File: config.mk
export PLATFORM = sky130hd
export DESIGN_NAME = sfb_status
export DESIGN_NICKNAME = d
export VERILOG_FILES = /design/src/verilog/sfb_pkg.sv /design/src/verilog/sfb_alu.sv /design/src/verilog/sfb_status.sv
export SDC_FILE = /design/constraint.sdc
export NUM_CORES = 1
export LEC_CHECK = 0
export BUFFER_PORTS_ARGS = -buffer_cell sky130_fd_sc_hd__buf_2
export CAP_MARGIN = 20
export CORE_MARGIN = 4
export CORE_UTILIZATION = 35
export CTS_CLUSTER_SIZE = 14
export DETAILED_ROUTE_END_ITERATION = 8
export GPL_TIMING_DRIVEN = 0
export PLACE_DENSITY = 0.65
export SYNTH_ARGS = -nofsm -noshare
export SYNTH_HDL_FRONTEND = slang
export SYNTH_HIERARCHICAL = 1
export SYNTH_SLANG_ARGS = --single-unit
File: constraint.sdc
create_clock -name clk -period 4.19 [get_ports clk]
set_clock_uncertainty 0.1 [all_clocks]
set_input_delay 0.838 -clock clk [delete_from_list [all_inputs] [get_ports clk]]
set_output_delay 0.838 -clock clk [all_outputs]
set_load 0.005 [all_outputs]
File: src/verilog/sfb_pkg.sv
// Constants for the processor status register block.
// Assumes a core on the same clock drives the execute strobes.
//
// Contract
// - Status register is a legal destination for any instruction.
// - Flag-updating write to status: data write to flags suppressed.
// - Software writes never change watchdog-expired or sleep-entered flags.
// - Register wipe of status clears bank bits and sets nil flag.
// - Indirect bank select picks upper or lower data-memory half.
// - Direct bank select bits pick one of four 128-entry banks.
// - Watchdog flag set on power-up, kick, sleep; cleared on time-out.
// - Sleep flag set on power-up or kick; cleared by sleep.
// - Nil-result flag is one when an add, subtract, logic or wipe result is zero.
// - Nibble-overflow flag is the carry out of bit three.
// - Msb-overflow flag is the carry out of bit seven.
// - Subtract adds two's complement; carries mean no borrow.
// - Rotates load msb-overflow flag with the bit shifted out.
package sfb_pkg;
    // ****************************************************************
    // Register map (byte address = 4 * index)
    // ****************************************************************
    localparam logic [8:0] SFB_IDX_WINDOW = 9'h180;
    localparam logic [8:0] SFB_IDX_STATUS = 9'h183;
    localparam logic [8:0] SFB_IDX_POINTER = 9'h184;
    localparam logic [11:0] SFB_ADDR_WINDOW = 12'h600;
    localparam logic [11:0] SFB_ADDR_STATUS = 12'h60C;
    localparam logic [11:0] SFB_ADDR_POINTER = 12'h610;
    // ****************************************************************
    // Status field positions
    // ****************************************************************
    localparam int SFB_BIT_IBS = 7;
    localparam int SFB_BIT_RPH = 6;
    localparam int SFB_BIT_RPL = 5;
    localparam int SFB_BIT_WDX = 4;
    localparam int SFB_BIT_SLP = 3;
    localparam int SFB_BIT_NIL = 2;
    localparam int SFB_BIT_NIB = 1;
    localparam int SFB_BIT_MSB = 0;
    localparam logic [7:0] SFB_STATUS_RST = 8'h18;
    localparam logic [7:0] SFB_POINTER_RST = 8'h00;
    localparam logic [1:0] SFB_RESP_OKAY = 2'h0;
    localparam logic [1:0] SFB_RESP_SLVERR = 2'h2;
    // ****************************************************************
    // Operations from the execution core
    // ****************************************************************
    typedef enum logic [2:0] {
        SFB_OP_NONE, SFB_OP_ADD, SFB_OP_SUB, SFB_OP_LOGIC,
        SFB_OP_ROTL, SFB_OP_ROTR, SFB_OP_WIPE, SFB_OP_PLAIN
    } sfb_op_t;
endpackage

File: src/verilog/sfb_alu.sv
// Flag arithmetic for one core operation.
// Assumes operands are stable in the cycle of the execute strobe.
`timescale 1ns/1ns
module sfb_alu
    import sfb_pkg::*;
(
    input wire sfb_op_t op,
    input wire logic [7:0] dest_val,
    input wire logic [7:0] src_val,
    input wire logic msb_in,
    output logic [7:0] result,
    output logic nil_flag,
    output logic nib_flag,
    output logic msb_flag,
    output logic nil_upd,
    output logic carry_upd
);
    logic [7:0] addend;
    logic [4:0] low_sum;
    logic [8:0] full_sum;
    always_comb begin
        addend = (op == SFB_OP_SUB) ? ~src_val : src_val;
        low_sum = {1'b0, dest_val[3:0]} + {1'b0, addend[3:0]}
            + {4'h0, op == SFB_OP_SUB};
        full_sum = {1'b0, dest_val} + {1'b0, addend}
            + {8'h00, op == SFB_OP_SUB};
        result = dest_val;
        nib_flag = 1'b0;
        msb_flag = msb_in;
        nil_upd = 1'b0;
        carry_upd = 1'b0;
        unique case (op)
            SFB_OP_ADD, SFB_OP_SUB: begin
                result = full_sum[7:0];
                nib_flag = low_sum[4];
                msb_flag = full_sum[8];
                nil_upd = 1'b1;
                carry_upd = 1'b1;
            end
            SFB_OP_LOGIC: begin
                result = src_val;
                nil_upd = 1'b1;
            end
            SFB_OP_ROTL: begin
                result = {dest_val[6:0], msb_in};
                msb_flag = dest_val[7];
            end
            SFB_OP_ROTR: begin
                result = {msb_in, dest_val[7:1]};
                msb_flag = dest_val[0];
            end
            SFB_OP_WIPE: begin
                result = 8'h00;
                nil_upd = 1'b1;
            end
            SFB_OP_PLAIN: result = src_val;
            SFB_OP_NONE: result = dest_val;
        endcase
        nil_flag = (result == 8'h00);
    end
endmodule // sfb_alu

File: src/verilog/sfb_status.sv
// Processor status register with bank selection and AXI4-Lite access.
// Assumes the core issues at most one execute strobe per cycle.
`timescale 1ns/1ns
module sfb_status
    import sfb_pkg::*;
(
    input wire logic clk,
    input wire logic reset,
    input wire logic s_axi_awvalid,
    output logic s_axi_awready,
    input wire logic [11:0] s_axi_awaddr,
    input wire logic s_axi_wvalid,
    output logic s_axi_wready,
    input wire logic [31:0] s_axi_wdata,
    input wire logic [3:0] s_axi_wstrb,
    output logic s_axi_bvalid,
    input wire logic s_axi_bready,
    output logic [1:0] s_axi_bresp,
    input wire logic s_axi_arvalid,
    output logic s_axi_arready,
    input wire logic [11:0] s_axi_araddr,
    output logic s_axi_rvalid,
    input wire logic s_axi_rready,
    output logic [31:0] s_axi_rdata,
    output logic [1:0] s_axi_rresp,
    input wire logic exec_valid,
    input wire sfb_op_t exec_op,
    input wire logic exec_to_status,
    input wire logic [7:0] exec_dest_val,
    input wire logic [7:0] exec_src_val,
    input wire logic wdt_kick,
    input wire logic sleep_exec,
    input wire logic wdt_timeout,
    input wire logic [6:0] direct_addr,
    output logic [8:0] direct_full_addr,
    output logic [8:0] indirect_full_addr,
    output logic [7:0] exec_result,
    output logic [7:0] status_out
);
    typedef struct packed {
        logic [7:0] status;
        logic [7:0] pointer;
        logic aw_got;
        logic [11:0] aw_addr;
        logic w_got;
        logic [31:0] w_data;
        logic [3:0] w_strb;
        logic bvalid;
        logic [1:0] bresp;
        logic rvalid;
        logic [31:0] rdata;
        logic [1:0] rresp;
        logic [8:0] dfull;
        logic [8:0] ifull;
        logic [7:0] result;
    } sfb_state_t;

    sfb_state_t state_reg;
    sfb_state_t state_next;
    logic [7:0] alu_result;
    logic alu_nil;
    logic alu_nib;
    logic alu_msb;
    logic alu_nil_upd;
    logic alu_carry_upd;

    sfb_alu u_alu (
        .op(exec_valid ? exec_op : SFB_OP_NONE),
        .dest_val(exec_dest_val),
        .src_val(exec_src_val),
        .msb_in(state_reg.status[SFB_BIT_MSB]),
        .result(alu_result),
        .nil_flag(alu_nil),
        .nib_flag(alu_nib),
        .msb_flag(alu_msb),
        .nil_upd(alu_nil_upd),
        .carry_upd(alu_carry_upd)
    );

    // ****************************************************************
    // Next-state logic
    // ****************************************************************
    always_comb begin
        logic [7:0] st;
        logic do_write;
        logic rotating;
        st = state_reg.status;
        do_write = 1'b0;
        rotating = 1'b0;
        state_next = state_reg;
        // Bus handshakes: address and data taken in either order
        if (s_axi_awvalid && s_axi_awready) begin
            state_next.aw_got = 1'b1;
            state_next.aw_addr = s_axi_awaddr;
        end
        if (s_axi_wvalid && s_axi_wready) begin
            state_next.w_got = 1'b1;
            state_next.w_data = s_axi_wdata;
            state_next.w_strb = s_axi_wstrb;
        end
        if (state_reg.bvalid && s_axi_bready) begin
            state_next.bvalid = 1'b0;
        end
        if (state_reg.rvalid && s_axi_rready) begin
            state_next.rvalid = 1'b0;
        end
        if (s_axi_arvalid && s_axi_arready) begin
            state_next.rvalid = 1'b1;
            state_next.rresp = SFB_RESP_OKAY;
            unique case (s_axi_araddr[11:2])
                SFB_ADDR_STATUS[11:2]:
                    state_next.rdata = {24'h000000, state_reg.status};
                SFB_ADDR_POINTER[11:2]:
                    state_next.rdata = {24'h000000, state_reg.pointer};
                default: begin
                    state_next.rdata = 32'h00000000;
                    state_next.rresp = SFB_RESP_SLVERR;
                end
            endcase
        end
        // Core execution; the bus stalls writes while the core runs
        if (exec_valid && exec_op != SFB_OP_NONE) begin
            rotating = (exec_op == SFB_OP_ROTL) || (exec_op == SFB_OP_ROTR);
            if (exec_to_status) begin
                st[7:5] = alu_result[7:5];
                // flag bits take no data from a flag-updating op
                if (!(alu_nil_upd || alu_carry_upd || rotating)) begin
                    st[2:0] = alu_result[2:0];
                end
            end else if (exec_op != SFB_OP_NONE) begin
                state_next.result = alu_result;
            end
            if (alu_nil_upd) begin
                st[SFB_BIT_NIL] = alu_nil;
            end
            if (alu_carry_upd) begin
                st[SFB_BIT_NIB] = alu_nib;
            end
            if (alu_carry_upd || rotating) begin
                st[SFB_BIT_MSB] = alu_msb;
            end
            state_next.result = alu_result;
        end else if (state_reg.aw_got && state_reg.w_got
                     && !state_reg.bvalid) begin
            do_write = 1'b1;
            state_next.aw_got = 1'b0;
            state_next.w_got = 1'b0;
            state_next.bvalid = 1'b1;
            state_next.bresp = SFB_RESP_OKAY;
            unique case (state_reg.aw_addr[11:2])
                SFB_ADDR_STATUS[11:2]: begin
                    if (state_reg.w_strb[0]) begin
                        st[7:5] = state_reg.w_data[7:5];
                        st[2:0] = state_reg.w_data[2:0];
                    end
                end
                SFB_ADDR_POINTER[11:2]: begin
                    if (state_reg.w_strb[0]) begin
                        state_next.pointer = state_reg.w_data[7:0];
                    end
                end
                default: state_next.bresp = SFB_RESP_SLVERR;
            endcase
        end
        if (wdt_timeout) begin
            st[SFB_BIT_WDX] = 1'b0;
        end else if (wdt_kick || sleep_exec) begin
            st[SFB_BIT_WDX] = 1'b1;
        end
        if (sleep_exec) begin
            st[SFB_BIT_SLP] = 1'b0;
        end else if (wdt_kick) begin
            st[SFB_BIT_SLP] = 1'b1;
        end
        state_next.status = st;
        state_next.dfull = {st[SFB_BIT_RPH:SFB_BIT_RPL], direct_addr};
        state_next.ifull = {st[SFB_BIT_IBS], state_next.pointer};
        if (do_write) begin
            state_next.result = state_reg.result;
        end
    end

    // ****************************************************************
    // State register
    // ****************************************************************
    always_ff @(posedge clk) begin
        if (reset) begin
            state_reg <= '0;
            state_reg.status <= SFB_STATUS_RST;
            state_reg.pointer <= SFB_POINTER_RST;
        end else begin
            state_reg <= state_next;
        end
    end

    // Accept one address and one data each, held until the response
    assign s_axi_awready = !state_reg.aw_got && !state_reg.bvalid;
    assign s_axi_wready = !state_reg.w_got && !state_reg.bvalid;
    assign s_axi_arready = !state_reg.rvalid;
    assign s_axi_bvalid = state_reg.bvalid;
    assign s_axi_bresp = state_reg.bresp;
    assign s_axi_rvalid = state_reg.rvalid;
    assign s_axi_rdata = state_reg.rdata;
    assign s_axi_rresp = state_reg.rresp;
    assign direct_full_addr = state_reg.dfull;
    assign indirect_full_addr = state_reg.ifull;
    assign exec_result = state_reg.result;
    assign status_out = state_reg.status;
endmodule // sfb_status

### Yosys cells after proc, flatten, opt, wreduce, memory -nomap -nowiden

Index checks and enable logic that the tools add are counted.
Widths: inputs -> output; s select.

* bits in registers: 130
* bits in latches: 0
* RAM bits: 0
* ROM bits: 0
* bits of input ports: 98
* output and inout bits: 75
* logic and storage cells: 128
* memories: 0

* add/subtract/negate cells: 4
* $mul: 0
* div/mod/pow operators: 0
* order comparisons: 0
* equality and inequality tests: 20
* shifts and indexed selects: 0
* muxes and demuxes: 43
* bitwise operators: 3
* reductions and logical operators: 38

Operators with widths (number)
* $pmux 8 s6: 1
* $mux 3: 14
* $eq 10x9->1 const B: 4
* $mux 37: 1
* $mux 35: 1
* $mux 8: 3
* $eq 3x3->1 const B: 6
* $mux 9: 2
* $mux 1: 16
* $pmux 8 s2: 1
* $mux 13: 1
* $ne 3x3->1 const B: 4
* $reduce_bool 2->1: 6
* $logic_and 1x1->1: 10
* $reduce_and 5->1: 2
* $add 8x8->9: 1
* $add 9x1->9: 1
* $logic_not 8->1: 1
* $not 8->8: 1
* $reduce_or 2->1: 4
* $eq 3x2->1 const B: 2
* $ne 3x2->1 const B: 2
* $reduce_and 6->1: 1
* $add 4x4->5: 1
* other kinds (12): 22

### Longest topological paths before layout

* depth after elaboration: 10
* gate-level depth with buffers: 15
* depth with buffers taken out: 14

### Cells and area by module

The synthesis kept the hierarchy.

Modules (own cells, without submodules)
* sfb_status: instances 1, cells each 376, area each 3191.8 sq um, seq. area each 1281.2 sq um
* sfb_alu: instances 1, cells each 132, area each 957.2 sq um, seq. area each 0.0 sq um

### Worst setup path before layout

No wires, ideal clock.

* kind: input -> register
* start: input exec_valid
* end: register state_reg (netlist bit status_out[2])
* setup time: 70 ps
* data arrival time: 4078 ps
* data required time: 4020 ps
* slack: -58 ps
* cell stages on the path: 14
* path buffers: 1
* cells stage by stage: and2_1 > buf_4 > nor2_1 > nand2_1 > xnor2_1 > fa_1 > nor2b_1 > a21o_1 > mux4_2 > or3_1 > nor4_2 > mux2i_1 > a2111o_1 > a21oi_1

* elaborated cells between the ends (all ways): 32
* classes of those cells: 2 x add/sub; 9 x eq/ne; 9 x mux; 12 x reduce/logical

RTL lines
* start: declaration: RTL line sfb_status.sv:26 `input wire logic exec_valid,`
* $mux 3 *: RTL line sfb_status.sv:68 `.op(exec_valid ? exec_op : SFB_OP_NONE),`
* $eq 3x2->1: RTL line sfb_alu.sv:22, sfb_alu.sv:26, sfb_alu.sv:32
* $mux 8: RTL line sfb_alu.sv:22 `addend = (op == SFB_OP_SUB) ? ~src_val : src_val;`
* $add 8x8->9: RTL line sfb_alu.sv:25 `full_sum = {1'b0, dest_val} + {1'b0, addend}`
* $add 9x1->9: RTL line sfb_alu.sv:26 `+ {8'h00, op == SFB_OP_SUB};`
* $pmux 8 s6 *: RTL line sfb_alu.sv:32 `unique case (op)`
* named net alu_result[1]: RTL line sfb_status.sv:60 `logic [7:0] alu_result;`
* $logic_not 8->1 *: RTL line sfb_alu.sv:59 `nil_flag = (result == 8'h00);`
* named net alu_nil: RTL line sfb_status.sv:61 `logic alu_nil;`
* $mux 1 *: RTL line sfb_status.sv:133 `if (alu_nil_upd) begin`
* $mux 3 *: RTL line sfb_status.sv:122 `if (exec_valid && exec_op != SFB_OP_NONE) begin`
* end signal: assignment: RTL line sfb_status.sv:192 `state_reg <= state_next;`
* end: declaration: RTL line sfb_status.sv:58 `sfb_state_t state_reg;`

Mark *: on every way through the listed nets, which the timed path passes. The rest lies on a longest branch. The select of a mux whose other input is x is not followed.
A chain may end at the register's enable or synchronous reset.

### Final worst setup path

Same ends and word-level chain as after synthesis.

==> summary.txt <==
GRT
  • Vias in the first global route: 3,546
  • Grt ovf: 0
  • First-pass GRT wire length: 17,260 um
  • Largest net degree at the start of global routing: 11
  • Overall Global Routing Usage: 15.85%
  • Initial antenna violation count: 0

Run
  • Max-Cap Viols: 0

Synth
  • Post-synth EDFFs: 0
  • Synth Register Bits: 64
  • Largest family of logic cells by synthesized area: compound AO/OA/AOI/OAI gates
  • Synth Instances: 508
  • Compound-Gate Fraction of Synth Area: 22.32%
  • Synth Cell Area: 0.004149 sq mm
  • Yosys cell types: 70
  • Top post-synthesis cells by area: dfxtp_1, buf_4, a21oi_1
  • Most used DFF post-synth: dfxtp_1
  • YS warnings: 6
  • Largest area contributor in the synthesized netlist: dfxtp_1
  • Synth async-reset ratio: 0%
  • Synth Area in Simple Gates: 21.11%
  • Syn Area/Cell: 8.167 sq um
  • Yosys top cell area share: 30.88%
  • Adder-cell share of the synthesized area: 3.197%
  • Mux cell area share after synthesis: 1.779%
  • Post-synthesis sequential area ratio: 30.88%
  • Post-synthesis xor/xnor area fraction: 2.955%

Power and ir drop
  • VDD IR max: 0.2284 mV
  • Sequential Power Share: 37.4%
  • PwrDens: 334.3 mW/mm^2
  • Leakage: 2.466 nW
  • NetSw: 0.0004798 W
  • Clk pwr share: 40.5%
  • Comb pwr share: 22.1%
  • Internal power: 0.001305 W
  • Switching Fraction: 26.89%
  • Final Power: 0.001785 W

Clock tree
  • Worst skew pair latency: 0.32 ns
  • Clk root buf: clkbuf_16
  • CTS hold repair buffers: 0
  • Clk buf depth: 2
  • Clk pin slew, worst setup/hold paths: 0.05 ns
  • CTS Sinks: 64
  • H-tree depth: 3
  • Cts bufs inserted: 9
  • CTS tree: done

Timing
  • Final Setup Violations: 0
  • TNS Setup: 0 ns
  • Max Fclk: 246.6 MHz
  • Endpoints failing hold: 0
  • Final worst-path cycle share: 96.79%
  • Unrepaired setup endpoints after global routing: false
  • Final Max Slew Viols: 0
  • Fin crit period: 4.055 ns
  • Max_slew headroom: 62.83%
  • Slew @ Worst Pin: 0.5546 ns

Routing
  • Detail Route Antenna Nets: 0
  • Post-route DRC: 0
  • Initial DRT Pass Iterations: 4
  • Vias: 3,891
  • Detailed Route WL: 11,210 um
  • Via-to-Cell Ratio: 4.816
  • Average wire per standard cell: 13.88 um
  • Violation count after the first detailed-route iteration: 214

Worst setup path
  • Arr. time, crit path: 4.21 ns
  • CP Class: input port to flop
  • CP Cell Sequence: buf_2, and2_1, buf_6, or4b_4, nand2_1, fa_1, nor2b_1, a21o_1, mux4_2, or3_4, nor4_4, mux2i_1, a2111o_1, a21oi_1
  • Req. time, crit path: 4.34 ns
  • CP Buf/Inv Count: 2
  • Worst-path maximum fanout: 7
  • Critical Path Source Type: input port
  • Crit-path max cell delay: 0.50 ns
  • Crit path max-delay family: simple AND/OR/NAND/NOR gates
  • Crit end category: flop
  • Crit-path slowest cell: or4b_4

Floorplan
  • IO Count: 173
  • Core Box Area: 0.01152 sq mm
  • Die H: 116.9 um
  • Starting density of the core: 36.03%
  • Die Wd: 116.9 um
  • Die footprint: 0.01366 sq mm
  • Row cnt: 39

Layout
  • Max reg flops: 28
  • Ant diodes: 0
  • Commonest non-fill, non-tap cell in the layout: buf_2
  • Area grow syn2layout: 28.68%
  • Most frequent cells in the layout: buf_2, buf_4, nand2_1
  • Final core utilization: 46.36%
  • Fin nets: 769
  • Layout cells sized above 1: 35.79%

Min path
  • Worst min path class: flop to flop

Place
  • PortBufs: 114
  • Dpl hpwl: 9168 um
  • Gpl congestion: 0.8562

Outcome
  • Run status: finished, final reports clean
-- power groups by stage --
| stage | Clock (W) | Combinational, W | Sequential (W) |
|---|---|---|---|
| after floorplan | 0 | 0.000273 | 0.000670 |
| after global placement | 0 | 0.000383 | 0.000678 |
| after detailed placement | 0 | 0.000386 | 0.000680 |
| after CTS | 0.000741 | 0.000389 | 0.000667 |
| after global routing | 0.000769 | 0.000440 | 0.000671 |
| final | 0.000722 | 0.000395 | 0.000668 |
-- cells in the mapped netlist, drive strengths merged (3+ instances only) --
master  instances
nand2b          4
nand4           4
and3b           3
a22oi           9
clkbuf         11
a22o            8
nand3          14
a31oi           8
o21ai          22
mux2i           4
a311o           3
nand2          69
a311oi          7
dfxtp          64
xor2            3
nor3            9
xnor2          11
a21o            3
nor2           28
or3             3
and2            8
o22ai           3
ha              9
a211oi          4
nor2b          12
a21oi          53
o211ai          4
buf            86
inv             8
nor3b           3
-- area by class of cell --
cell class,instances,area [sq um]
Inverter,8,30.03
Tap cell,143,178.9
Fill cell,1143,6177
Buffer,98,706.9
Sequential cell,64,1281
Clock inverter,3,42.54
Timing Repair Buffer,117,593.1
Clock buffer,12,246.5
Multi-Input combinational cell,363,2260
-- routing by layer --
layer	up-vias	global-route usage [%]	wire length, um
met1	1782	21.34	5120
met5	-	0	0
met3	8	3.445	572
met2	99	26.47	5429
met4	0	2.829	90
li1	2002	-	-
-- path summary, 6_finish.rpt --
kind / start / end / slack, ns / depth (start not counted)
worst min register to register: exec_result[6] / exec_result[6] / 0.36 / 2
worst max-delay path: exec_valid / status_out[2] / 0.13 / 14
worst min-delay path: exec_result[6] / exec_result[6] / 0.36 / 2
worst max register to register: status_out[0] / status_out[2] / 1.70 / 9
-- per-stage QoR --
step | setup slack, ns | hold slack (ns) | area (sq um) | cells
5_1_grt | 0.01390 | 0.3744 | 5339 | 808
2_1_floorplan | 0.04600 | 0.3318 | 4253 | 533
3_3_place_gp | -0.3073 | 0.3386 | 5002 | 790
3_5_place_dp | -0.3446 | 0.3494 | 5002 | 790
6_report | 0.1347 | 0.3557 | 5339 | 808
4_1_cts | 0.02725 | 0.3567 | 5299 | 806
-- cells by family after synthesis --
| group | count (synthesis) |
|---|---|
| and+or+nand+nor | 170 |
| AOI/OAI and AO/OA | 137 |
| buffers and inverters | 106 |
| DFF | 64 |
| xor gates and xnor gates | 14 |
| adders and majority gates | 10 |
| muxes | 6 |
| other | 1 |
-- tightest hold or removal path: stages, from the launching register on --
cell     delay, ns
dfxtp_1       0.30
nand2_1       0.05
a21oi_1       0.05
-- timing repair --
item | CTS | global route
buffers inserted | 1 | 2
cloned | 0 | 0
setup endpoints to repair | 1 | 1
gates resized for setup | 0 | 4
pin swaps | 1 | 2
Power figures use the tool's default switching activity.
